**config.mk**
```make
export PLATFORM = sky130hd
export DESIGN_NAME = fcs_unit
export DESIGN_NICKNAME = d
export VERILOG_FILES = /design/src/hw/fcs_op_timer.v /design/src/hw/fcs_unit.v
export VERILOG_INCLUDE_DIRS = /design/src /design/src/hw
export SDC_FILE = /design/constraint.sdc
export NUM_CORES = 1
export LEC_CHECK = 0
export BUFFER_PORTS_ARGS = -buffer_cell sky130_fd_sc_hd__buf_4
export CAP_MARGIN = 10
export CORE_MARGIN = 4
export CORE_UTILIZATION = 40
export DETAILED_ROUTE_END_ITERATION = 10
export PLACE_DENSITY = 0.69
export REMOVE_ABC_BUFFERS = 1
export SYNTH_ARGS = -nofsm -noshare
export SYNTH_HDL_FRONTEND = slang
export SYNTH_SLANG_ARGS = --single-unit
```
**constraint.sdc**
```tcl
create_clock -name clk -period 1.05 [get_ports clk]
set_clock_uncertainty 0.2 [all_clocks]
set_input_delay 0.0525 -clock clk [delete_from_list [all_inputs] [get_ports clk]]
set_output_delay 0.0525 -clock clk [all_outputs]
set_load 0.005 [all_outputs]
```
**src/hw/fcs_regs.vh**
```
// Register offsets, field positions, reset values and command codes of the flash command and status unit.
`ifndef FCS_REGS_VH
`define FCS_REGS_VH
// ----------------------------------------------------------------------------
// Register offsets
// ----------------------------------------------------------------------------
`define FCS_OFF_CTRL_ONE     8'h00
`define FCS_OFF_STATUS_FLAGS 8'h01
`define FCS_OFF_COMMAND      8'h02
// ----------------------------------------------------------------------------
// Field positions
// ----------------------------------------------------------------------------
`define FCS_BIT_CMD_MODE_EN  0
`define FCS_BIT_PROGRAM      4
`define FCS_BIT_ERASE        5
`define FCS_BIT_READY        7
// ----------------------------------------------------------------------------
// Reset values
// ----------------------------------------------------------------------------
`define FCS_RST_CTRL_ONE     8'h00
`define FCS_RST_STATUS       8'h80
// ----------------------------------------------------------------------------
// Command codes
// ----------------------------------------------------------------------------
`define FCS_CMD_READ_ARRAY   8'hff
`define FCS_CMD_READ_STATUS  8'h70
`define FCS_CMD_CLEAR_STATUS 8'h50
`define FCS_CMD_PROGRAM      8'h40
`define FCS_CMD_BLOCK_ERASE  8'h20
`define FCS_CMD_BLANK_CHECK  8'h25
// ----------------------------------------------------------------------------
// Timing counts
// ----------------------------------------------------------------------------
`define FCS_OP_CYCLES_W      8
`define FCS_OP_CYCLES        8'h10
`endif

```
**src/hw/fcs_op_timer.v**
```verilog
// Operation timer that keeps the sequencer busy for a fixed count.
`timescale 1ns/1ps
`default_nettype none
`include "fcs_regs.vh"
module fcs_op_timer (
  input  wire       clk,
  input  wire       rst_n,
  input  wire       start,
  output wire       busy,
  output wire       done
);
  reg [`FCS_OP_CYCLES_W-1:0] cnt_q;
  always @(posedge clk or negedge rst_n) begin
    if (!rst_n) begin
      cnt_q <= {`FCS_OP_CYCLES_W{1'b0}};
    end else if (start && cnt_q == {`FCS_OP_CYCLES_W{1'b0}}) begin
      cnt_q <= `FCS_OP_CYCLES;
    end else if (cnt_q != {`FCS_OP_CYCLES_W{1'b0}}) begin
      cnt_q <= cnt_q - 8'h01;
    end
  end
  assign busy = (cnt_q != {`FCS_OP_CYCLES_W{1'b0}});
  assign done = (cnt_q == 8'h01);
endmodule // fcs_op_timer
`default_nettype wire

```
**src/hw/fcs_unit.v**
```verilog
// Flash command mode entry and status reporting unit.
`timescale 1ns/1ps
`default_nettype none
`include "fcs_regs.vh"
module fcs_unit (
  input  wire       clk,
  input  wire       rst_n,
  input  wire       reg_wr,
  input  wire       reg_rd,
  input  wire [7:0] reg_addr,
  input  wire [7:0] reg_wdata,
  output reg  [7:0] reg_rdata,
  input  wire       flash_rd,
  input  wire       flash_addr_lsb,
  input  wire [7:0] array_rdata,
  output reg  [7:0] flash_rdata,
  input  wire       op_fail_program,
  input  wire       op_fail_erase,
  output wire       user_command_mode
);
  // --------------------------------------------------------------------------
  // Reset release
  // --------------------------------------------------------------------------
  reg rst_s1_q;
  reg rst_s2_q;
  always @(posedge clk or negedge rst_n) begin
    if (!rst_n) begin
      rst_s1_q <= 1'b0;
      rst_s2_q <= 1'b0;
    end else begin
      rst_s1_q <= 1'b1;
      rst_s2_q <= rst_s1_q;
    end
  end
  wire rst_i_n = rst_s2_q;

  // --------------------------------------------------------------------------
  // Command decode
  // --------------------------------------------------------------------------
  reg        command_mode_enable_q;
  reg        program_error_flag_q;
  reg        erase_error_flag_q;
  reg        op_is_erase_q;
  wire       op_busy;
  wire       op_done;
  wire       ctrl_wr;
  wire       cmd_wr;
  wire       cmd_read_array;
  wire       cmd_read_status;
  wire       cmd_clear_status;
  wire       cmd_program;
  wire       cmd_block_erase;
  wire       cmd_blank_check;
  wire       is_op;
  wire       any_err;
  wire       op_start;

  // Command writes count only once command mode is on, so a stray write before entry cannot start anything.
  assign ctrl_wr          = reg_wr && (reg_addr == `FCS_OFF_CTRL_ONE);
  assign cmd_wr           = reg_wr && (reg_addr == `FCS_OFF_COMMAND) && command_mode_enable_q;
  assign cmd_read_array   = cmd_wr && (reg_wdata == `FCS_CMD_READ_ARRAY);
  assign cmd_read_status  = cmd_wr && (reg_wdata == `FCS_CMD_READ_STATUS);
  assign cmd_clear_status = cmd_wr && (reg_wdata == `FCS_CMD_CLEAR_STATUS);
  assign cmd_program      = cmd_wr && (reg_wdata == `FCS_CMD_PROGRAM);
  assign cmd_block_erase  = cmd_wr && (reg_wdata == `FCS_CMD_BLOCK_ERASE);
  assign cmd_blank_check  = cmd_wr && (reg_wdata == `FCS_CMD_BLANK_CHECK);
  assign is_op            = cmd_program || cmd_block_erase || cmd_blank_check;
  assign any_err          = program_error_flag_q || erase_error_flag_q;
  // A running operation also refuses a new one, because the timer cannot restart mid-count.
  assign op_start         = is_op && !any_err && !op_busy;

  // --------------------------------------------------------------------------
  // Command mode entry
  // --------------------------------------------------------------------------
  assign user_command_mode = command_mode_enable_q;

  always @(posedge clk or negedge rst_i_n) begin
    if (!rst_i_n) begin
      command_mode_enable_q <= 1'b0;
    end else if (ctrl_wr) begin
      command_mode_enable_q <= reg_wdata[`FCS_BIT_CMD_MODE_EN];
    end
  end

  // --------------------------------------------------------------------------
  // Operation timer
  // --------------------------------------------------------------------------
  fcs_op_timer u_timer (
    .clk   (clk),
    .rst_n (rst_i_n),
    .start (op_start),
    .busy  (op_busy),
    .done  (op_done)
  );

  // The kind of operation is kept so that only the matching failure input can raise an error at its end.
  always @(posedge clk or negedge rst_i_n) begin
    if (!rst_i_n) begin
      op_is_erase_q <= 1'b0;
    end else if (op_start) begin
      op_is_erase_q <= cmd_block_erase;
    end
  end

  // --------------------------------------------------------------------------
  // Error flags
  // --------------------------------------------------------------------------
  // A failure reported at operation end wins over a clear in the same cycle, so no error is lost.
  always @(posedge clk or negedge rst_i_n) begin
    if (!rst_i_n) begin
      program_error_flag_q <= 1'b0;
    end else if (op_done && op_fail_program && !op_is_erase_q) begin
      program_error_flag_q <= 1'b1;
    end else if (cmd_clear_status) begin
      program_error_flag_q <= 1'b0;
    end
  end

  always @(posedge clk or negedge rst_i_n) begin
    if (!rst_i_n) begin
      erase_error_flag_q <= 1'b0;
    end else if (op_done && op_fail_erase && op_is_erase_q) begin
      erase_error_flag_q <= 1'b1;
    end else if (cmd_clear_status) begin
      erase_error_flag_q <= 1'b0;
    end
  end

  // --------------------------------------------------------------------------
  // Read mode
  // --------------------------------------------------------------------------
  // The mode survives leaving command mode; it is only acted on while command mode is on.
  localparam [0:0] RD_ARRAY  = 1'b0;
  localparam [0:0] RD_STATUS = 1'b1;

  reg  [0:0] rd_mode_q;
  reg  [0:0] rd_mode_d;

  always @* begin
    rd_mode_d = rd_mode_q;
    case (rd_mode_q)
      RD_ARRAY: begin
        if (cmd_read_status || is_op) begin
          rd_mode_d = RD_STATUS;
        end
      end
      RD_STATUS: begin
        if (cmd_read_array) begin
          rd_mode_d = RD_ARRAY;
        end
      end
      default: begin
        rd_mode_d = RD_ARRAY;
      end
    endcase
  end

  always @(posedge clk or negedge rst_i_n) begin
    if (!rst_i_n) begin
      rd_mode_q <= RD_ARRAY;
    end else begin
      rd_mode_q <= rd_mode_d;
    end
  end

  // --------------------------------------------------------------------------
  // Status byte
  // --------------------------------------------------------------------------
  // Each bit is placed by its field position; bits without a status meaning stay 0.
  wire [7:0] status_byte;
  genvar     gi;
  generate
    for (gi = 0; gi < 8; gi = gi + 1) begin : g_status_bit
      if (gi == `FCS_BIT_READY) begin : g_ready
        assign status_byte[gi] = !op_busy;
      end else if (gi == `FCS_BIT_ERASE) begin : g_erase
        assign status_byte[gi] = erase_error_flag_q;
      end else if (gi == `FCS_BIT_PROGRAM) begin : g_program
        assign status_byte[gi] = program_error_flag_q;
      end else begin : g_reserved
        assign status_byte[gi] = 1'b0;
      end
    end
  endgenerate

  // --------------------------------------------------------------------------
  // Register read path
  // --------------------------------------------------------------------------
  always @(posedge clk or negedge rst_i_n) begin
    if (!rst_i_n) begin
      reg_rdata <= 8'h00;
    end else if (reg_rd) begin
      case (reg_addr)
        `FCS_OFF_CTRL_ONE: begin
          reg_rdata <= {7'h00, command_mode_enable_q};
        end
        `FCS_OFF_STATUS_FLAGS: begin
          reg_rdata <= status_byte;
        end
        default: begin
          reg_rdata <= 8'h00;
        end
      endcase
    end
  end

  // --------------------------------------------------------------------------
  // Flash read path
  // --------------------------------------------------------------------------
  // Status replaces array data on even bytes only, so odd bytes of a word read still come from the array.
  wire       status_on_bus = command_mode_enable_q && (rd_mode_q == RD_STATUS) && !flash_addr_lsb;

  always @(posedge clk or negedge rst_i_n) begin
    if (!rst_i_n) begin
      flash_rdata <= 8'h00;
    end else if (flash_rd) begin
      if (status_on_bus) begin
        flash_rdata <= status_byte;
      end else begin
        flash_rdata <= array_rdata;
      end
    end
  end
endmodule // fcs_unit
`default_nettype wire

```
======== Word level (Yosys, flattened, before mapping) ========
Cells that the tools add are included.
storage, ports and cells
  bits in registers ....................... 31
  word-level logic and storage cells ...... 63
  output and inout port bits .............. 17
  bits of input ports ..................... 32
operators by class
  bitwise logic cells ..................... 1
  multiplexer cells ....................... 10
  equal/unequal tests ..................... 9
  add/sub/neg operators ................... 1
  reductions and logical operators ........ 32
operator list
  kind                                                  number
  equality test 8 x 7 -> 1 bit (second input constant)  3
  two-way mux 8 bit                                     3
  logical AND 1 bit                                     18
  equality test 8 x 1 -> 1 bit (second input constant)  2
  equality test 8 x 6 -> 1 bit (second input constant)  2
  zero test 8 bit                                       2
  case mux 8 bit (2 select lines)                       1
  equality test 8 x 2 -> 1 bit (second input constant)  1
  equality test 8 bit (second input constant)           1
  nonzero test 8 bit                                    1
  subtractor 8 x 1 -> 8 bit (second input constant)     1
  nonzero test 2 bit                                    3
  two-way mux 1 bit                                     5
  zero test 1 bit                                       4
  logical OR 1 bit                                      4
  case mux 1 bit (2 select lines)                       1
  inverter 1 bit                                        1

======== Longest topological paths before layout ========
Gate-level depths: netlist (run 1).
  depth in word-level cells ............... 10
  gate-level depth with buffers ........... 8

======== Hierarchy ========
From an unflattened synthesis (run 1), not the netlist that was laid out.
unflattened totals
  cells, all modules ...................... 136
  area total of the unflattened synthesis .. 1391.3 sq um
modules (own cells, without submodules)
  module        area an instance (sq um)  times used  cells an instance  sequential area each (sq um)
  fcs_unit      948.4                     1           98                 475.5
  fcs_op_timer  442.9                     1           38                 200.2

======== Worst setup path after synthesis (run 1) ========
No wires, ideal clock.
  path kind ............................... reg-to-reg
  from .................................... register u_timer.cnt_q[0]
  to ...................................... register op_is_erase_q
  arrival time ............................ 1.728 ns
  path slack .............................. -1.007 ns
  cell stages (with the launch flop) ...... 9
  data required time ...................... 0.721 ns
  cell sequence ........................... dfrtp_1 inv_1 ha_1 nor4b_1 nor2b_1 buf_2 inv_1 o21ai_0 o31ai_1
between the ends
  word-level cells in the longest chain between the ends .. 3
ends and longest elaborated chain
  item                    line               source
  start, declared         fcs_op_timer.v:12  reg [`FCS_OP_CYCLES_W-1:0] cnt_q;
  start signal, assigned  fcs_op_timer.v:15  cnt_q <= {`FCS_OP_CYCLES_W{1'b0}};
  start signal, assigned  fcs_op_timer.v:17  cnt_q <= `FCS_OP_CYCLES;
  start signal, assigned  fcs_op_timer.v:19  cnt_q <= cnt_q - 8'h01;
  nonzero test 8 bit      fcs_op_timer.v:22  assign busy = (cnt_q != {`FCS_OP_CYCLES_W{1'b0}});
  zero test 1 bit         fcs_unit.v:70      assign op_start = is_op && !any_err && !op_busy;
  logical AND 1 bit       fcs_unit.v:70
  end signal, assigned    fcs_unit.v:101     op_is_erase_q <= cmd_block_erase;
  end, declared           fcs_unit.v:43      reg op_is_erase_q;
No other way between the ends.
A chain may end at the register's enable or synchronous reset.

======== Final worst setup path (run 1) ========
  from .................................... register u_timer.cnt_q[4]
  to ...................................... register u_timer.cnt_q[7]
between the ends
  word-level cells in the longest chain between the ends .. 5
ends and longest elaborated chain
  item
  branches (longest 5 deep; another with subtractor 8 x 1 -> 8 bit)
Several ways; the timed one is not identified. The select of a mux whose other input is x is not followed.

==> results of run 1 <==
cell usage in the layout, fill, tap and decap left out, drive strengths merged, types with 2 or more instances in the layout:
cell type | synthesis | final
nand2 | 12 | 12
nand4 | 2 | 2
a32o | 2 | 2
nand3 | 5 | 5
ha | 3 | 3
a21oi | 5 | 5
xor2 | 4 | 4
mux2 | 2 | 2
inv | 12 | 12
dlygate4sd3 | 0 | 19
clkbuf | 2 | 3
mux2i | 3 | 3
dfrtp | 27 | 27
conb | 2 | 5
buf | 5 | 94
nor2b | 2 | 2
or3 | 3 | 3
o21ai | 7 | 7
nor3 | 2 | 2
nor4 | 3 | 3
o22ai | 6 | 6
nor4b | 2 | 2
or4 | 2 | 2
nor2 | 13 | 13
path summary, 6_finish.rpt:
check | end | slack, ns | from | cells past startpoint
worst max register to register | u_timer.cnt_q[7] | -0.86 | u_timer.cnt_q[4] | 4
max in group asynchronous | rst_i_n | 0.13 | rst_n | 3
worst max-delay path | u_timer.cnt_q[7] | -0.86 | u_timer.cnt_q[4] | 4
min in group asynchronous | flash_rdata[4] | 0 | rst_i_n | 1
worst min-delay path | user_command_mode | -0.14 | reg_wdata[0] | 3
worst min register to register | flash_rdata[4] | 0 | rst_i_n | 1
power breakdown:
group	internal (mW)	switching [mW]
combinational	1.16	0.923
clock	0.143	0.315
sequential	1.25	0.171
worst reg2reg max path, cell delays in order (launching register included):
cell                      delay [ns]
sky130_fd_sc_hd__dfrtp_1        0.41
sky130_fd_sc_hd__or3_4          0.39
sky130_fd_sc_hd__or3_4          0.37
sky130_fd_sc_hd__nor3_4         0.16
sky130_fd_sc_hd__mux2_4         0.31
layout make-up:
type	instances	area, um2	area share [%]
clock buffer	3	22.52	0.8535
clock inverter	1	5.005	0.1897
inverter	12	47.55	1.802
multi-input combinational	93	834.6	31.63
sequential	27	675.6	25.60
tap	44	55.05	2.086
timing repair buffer	113	998.5	37.84
metal layers:
metal,GRT usage [%],share of wire (%),routed length (um),up-vias
li1,-,-,-,691
met1,24.15,37,2005,772
met2,38.54,54,2926,82
met3,3.741,6.4,348,16
met4,6.091,2.9,157,0
met5,0,0,0,-
cells by family after synthesis:
kind of cell               Yosys count  synth area share [%]
xor gates and xnor gates             5                 3.226
adders and majority gates            3                 2.765
other                                2                0.5532
muxes                                5                 4.147
buffers and inverters               19                 6.451
and+or+nand+nor                     50                 21.38
DFF                                 27                 49.77
AOI/OAI and AO/OA                   25                 11.71
repair_timing:
item | CTS | global route
setup endpoints to repair | 38 | 38
pin swaps | 17 | 10
gates resized for setup | 62 | 21
hold endpoints to repair | 19 | 11
setup buffers | 12 | 11
==> results.json, run 1 <==
{
  "synthesis.yosys.warnings": 0,
  "cts_root_buffer": "sky130_fd_sc_hd__clkbuf_4",
  "hold_viol_final": 11,
  "grt_first_pass_wirelength_um": 6969,
  "design_power_total_mw": 3.964,
  "grt.total_usage_pct": 20.86,
  "layout-drive-gt1-share_pct": 57.43,
  "drv.max_cap_violation_count": 0,
  "outcome": "finished with violations",
  "synthMostInstantiatedCell": "sky130_fd_sc_hd__dfrtp_1",
  "timing.fmax_ghz": 0.5240,
  "grt_overflow": 0,
  "ir_worst_vdd_uv": 1347,
  "netlist_top_cells_area": "sky130_fd_sc_hd__dfrtp_1, sky130_fd_sc_hd__inv_1, sky130_fd_sc_hd__nor2_1",
  "slew_viol_final": 0,
  "synth_top_area_share_pct": 49.77,
  "clk_pin_slew_worst_paths_ns": 0.16,
  "syn_avg_cell_area_um2": 9.982,
  "yosys-top-cells-count": "sky130_fd_sc_hd__dfrtp_1, sky130_fd_sc_hd__inv_1, sky130_fd_sc_hd__nor2_1, sky130_fd_sc_hd__nand2_1, sky130_fd_sc_hd__o21ai_0",
  "start_to_end_type_of_the_worst_setup_path": "flip-flop to flip-flop",
  "dpl-instance-area_um2": 1972,
  "netlist_area_um2": 1358,
  "postLayoutSetupSlackWorst_ns": -0.8585,
  "synth-main-ff-cell": "sky130_fd_sc_hd__dfrtp_1",
  "dr.pass1.iters": 4,
  "failed_checks": "negative hold slack, negative setup slack",
  "number_of_placed_instances_with_taps_included": 253,
  "fin_crit_ns": 1.908,
  "worst_path_largest_cell_delay_ns": 0.41,
  "power.density_cell_area_nw_per_um2": 1502,
  "gp_congestion": 0.7571,
  "route.detailed.vias_per_inst": 5.328,
  "static-leakage-power_nw": 1.216,
  "post_layout_nonfiller_instances": 293,
  "async_flop_share_pct": 100.0,
  "floorplan.die.height_um": 66.26,
  "clkLatencyLatePin_ns": 0.34,
  "critical_path.slowest_cell": "sky130_fd_sc_hd__dfrtp_1",
  "via_count_of_the_first_global_routing_pass": 1485,
  "antenna-diode-count": 0,
  "hpwlAfterDp_um": 2761,
  "design.core.area_um2": 3153,
  "effective_utilization_at_floorplan_pct": 43.06,
  "cp-end-kind": "flip-flop",
  "drt-wirelength-per-cell_um": 18.56,
  "whs_ns": -0.1411,
  "timing.critical_path.cells": "or3_4 -> or3_4 -> nor3_4 -> mux2_4",
  "final_core_utilization_pct": 83.69,
  "final_net_count": 285,
  "initial_antenna_violation_count": 0,
  "drc": 0,
  "areaGrowthSynthToFinish_pct": 94.38,
  "report.final.setup_viol": 38,
  "finalInstanceArea_um2": 2639,
  "dp_slack_ns": -0.9599,
  "total_negative_setup_slacks_ns": -15.43,
  "cp_required_ns": 1.10,
  "vias": 1561,
  "synth_sequential_area_ratio_pct": 49.77,
  "placement_rows": 20,
  "cts_tree": "built",
  "h-tree-depth": 1,
  "critPathBufInv": 0,
  "cts.path.max_buffers": 2,
  "critical_path.startpoint_type": "flip-flop",
  "synth_cell_type_count": 38,
  "post-route-period-util_pct": 181.8,
  "worst_hold_path_type": "input port to flip-flop",
  "number_of_antenna_violating_nets_in_the_routed_design": 0,
  "synth_enable_flop_cells": 0,
  "crit_path_max_fanout": 2,
  "post_cts_hold_buffer_count": 19,
  "synth_cells": 136,
  "placement.io_buffers": 44,
  "crit_path_frequent_cell": "sky130_fd_sc_hd__or3_4",
  "largest_net_degree_at_the_start_of_global_routing": 26,
  "synth_area_leader_cell": "sky130_fd_sc_hd__dfrtp_1",
  "cp.arrival_ns": 1.96,
  "io_pins": 49,
  "synth_seq_cells": 27,
  "fillers": 163,
  "die_w_um": 66.26,
  "clock_sinks": 27,
  "die-area_um2": 4390,
  "finalWirelength_um": 5437,
  "rsz_0062_raised_after_global_routing": "true",
  "drt_iter0_drc": 102,
  "cts_made_buffers": 3,
  "critical-path-top-delay-family": "simple AND/OR/NAND/NOR gates",
  "biggestRegsByFlops": "flash_rdata x8, u_timer.cnt_q x8, reg_rdata x4"
}
Note: power is estimated with default switching activity, not from simulation.
==> inputs of run 2 (changes only) <==
CORE_UTILIZATION = 44   (was 40)
PLACE_DENSITY = 0.75   (was 0.69)
==> results.json, run 2 (synthesized netlist as in run 1, its figures left out) <==
{
  "hold_depth": 3,
  "number_of_antenna_violating_nets_in_the_routed_design": 0,
  "effective_utilization_at_floorplan_pct": 47.59,
  "rsz_0062_raised_after_global_routing": "true",
  "cts_tree": "built",
  "post-route-period-util_pct": 185.7,
  "power.clock.fraction_pct": 13.0,
  "die-area_um2": 4038,
  "clk_pin_slew_worst_paths_ns": 0.17,
  "hp_start": "reg_wdata[0]",
  "biggestRegsByFlops": "flash_rdata x8, u_timer.cnt_q x8, reg_rdata x4",
  "h-tree-depth": 1,
  "fin_crit_ns": 1.950,
  "hpwlAfterDp_um": 2803,
  "critical_path.startpoint_type": "flip-flop",
  "r2r_cells": 4,
  "most_frequent_standard_cell_in_the_layout_excluding_fill_and_tap_cells": "sky130_fd_sc_hd__buf_4",
  "timing.fmax_ghz": 0.5128,
  "post_cts_hold_buffer_count": 19,
  "finalWirelength_um": 5821,
  "ir_worst_vdd_uv": 1468,
  "layout_common_cells": "sky130_fd_sc_hd__buf_4, sky130_fd_sc_hd__dfrtp_1, sky130_fd_sc_hd__buf_6, sky130_fd_sc_hd__dlygate4sd3_1, sky130_fd_sc_hd__inv_1",
  "crit_path_max_fanout": 2,
  "grt_overflow": 0,
  "report.final.setup_viol": 38,
  "initial_antenna_violation_count": 0,
  "floorplan.die.height_um": 63.55,
  "placement_rows": 19,
  "cts_root_buffer": "sky130_fd_sc_hd__clkbuf_4",
  "via_count_of_the_first_global_routing_pass": 1583,
  "p_switching_mw": 1.279,
  "gp_congestion": 0.8271,
  "final_net_count": 281,
  "hold_viol_final": 14,
  "placement.io_buffers": 44,
  "vias": 1584,
  "register_area_um2": 675.6,
  "worst_hold_path_type": "input port to flip-flop",
  "total_negative_setup_slacks_ns": -16.67,
  "clkLatencyLatePin_ns": 0.35,
  "power.density_cell_area_nw_per_um2": 1481,
  "p_int_mw": 2.435,
  "worst_r2r_startpoint": "u_timer.cnt_q[3]",
  "global_route.usage.met2_pct": 49.28,
  "slew_viol_final": 0,
  "power_frac_comb_pct": 48.6,
  "drt-wirelength-per-cell_um": 21.09,
  "sequentialPowerShare_pct": 38.4,
  "cp.arrival_ns": 1.98,
  "drv.max_cap_violation_count": 0,
  "clock_sinks": 27,
  "reg2reg_setup_slack_ns": -0.90,
  "start_to_end_type_of_the_worst_setup_path": "flip-flop to flip-flop",
  "die_w_um": 63.55,
  "whs_ns": -0.1552,
  "io_pins": 49,
  "drc": 0,
  "final_core_utilization_pct": 87.89,
  "route.detailed.vias_per_inst": 5.739,
  "rr_endpoint": "u_timer.cnt_q[7]",
  "drt_iter0_drc": 111,
  "cts.path.max_buffers": 2,
  "dr.pass1.iters": 4,
  "grt_first_pass_wirelength_um": 7900,
  "design.core.area_um2": 2853,
  "outcome": "finished with violations",
  "multi_input_gate_area_in_the_final_layout_um2": 755.7,
  "cts_made_buffers": 3,
  "static-leakage-power_nw": 1.179,
  "postLayoutSetupSlackWorst_ns": -0.9000,
  "grt.total_usage_pct": 25.99,
  "cp-end-kind": "flip-flop",
  "layout-drive-gt1-share_pct": 51.84,
  "holdPathEnd": "user_command_mode",
  "fraction_of_power_spent_switching_nets_pct": 34.44,
  "gr-usage-met3_pct": 5.329,
  "antenna-diode-count": 0,
  "largest_net_degree_at_the_start_of_global_routing": 26,
  "cp_required_ns": 1.08,
  "groute.layer.met1.usage_pct": 25.85,
  "fillers": 125,
  "failed_checks": "negative hold slack, negative setup slack",
  "areaGrowthSynthToFinish_pct": 84.70,
  "globalRoute.busiestLayer": "met2"
}
==> run 2: layout make-up <==
class                      instances  share of cell area (%)
timing repair buffer             109                   38.47
multi-input combinational         93                   30.14
sequential                        27                   26.95
inverter                          12                   1.796
tap                               31                   1.547
clock buffer                       3                  0.8982
clock inverter                     1                  0.1996
==> run 2: timing repair <==
| action | CTS | global route |
|---|---|---|
| endpoints found under the hold margin | 19 | 9 |
| setup endpoints to repair | 38 | 38 |
| pin swaps | 11 | 13 |
| setup buffers | 7 | 13 |
| resized for setup | 44 | 20 |
==> run 2: critical path, cell delays in order, from the launching register on <==
cell	delay [ns]
sky130_fd_sc_hd__dfrtp_1	0.41
sky130_fd_sc_hd__or3_4	0.39
sky130_fd_sc_hd__or3_4	0.36
sky130_fd_sc_hd__nor3_4	0.16
sky130_fd_sc_hd__mux2_4	0.33
==> run 2: how the worst max path moves through the flow <==
stage,startpoint,end,slack [ns]
5_1_grt,u_timer.cnt_q[3],u_timer.cnt_q[7],-0.93
2_1_floorplan,u_timer.cnt_q[0],op_is_erase_q,-1.14
3_3_place_gp,reg_addr[3],user_command_mode,-0.87
3_5_place_dp,u_timer.cnt_q[4],u_timer.cnt_q[7],-0.89
6_report,u_timer.cnt_q[3],u_timer.cnt_q[7],-0.90
4_1_cts,u_timer.cnt_q[3],u_timer.cnt_q[7],-0.83
==> run 2: power by group through the flow <==
stage / clock network [mW] / registers (mW) / logic [mW]
final: 0.484 / 1.42 / 1.81
after CTS: 0.457 / 1.40 / 1.51
after detailed placement: 0 / 1.38 / 1.27
after global placement: 0 / 1.37 / 1.22
after floorplan: 0 / 1.45 / 0.446
after global routing: 0.528 / 1.45 / 1.93
==> run 2: per-stage QoR <==
step / std cells / instance area (um2) / hold WS [ns] / worst slack (ns) / power (mW)
final: 276 / 2507 / -0.1552 / -0.9000 / 3.714
after global routing: 276 / 2507 / -0.1524 / -0.9255 / 3.905
after CTS: 265 / 2364 / -0.1430 / -0.8345 / 3.365
after detailed placement: 237 / 1933 / -0.3629 / -0.8905 / 2.648
after global placement: 237 / 1933 / -0.3654 / -0.8674 / 2.586
after floorplan: 132 / 1326 / -0.4431 / -1.138 / 1.897
==> run 2: per-layer routing <==
metal  share of wire, %  wire length (um)
met5                  0                 0
met1                 35              2042
met2                 53              3083
met3                6.8               395
met4                5.1               299
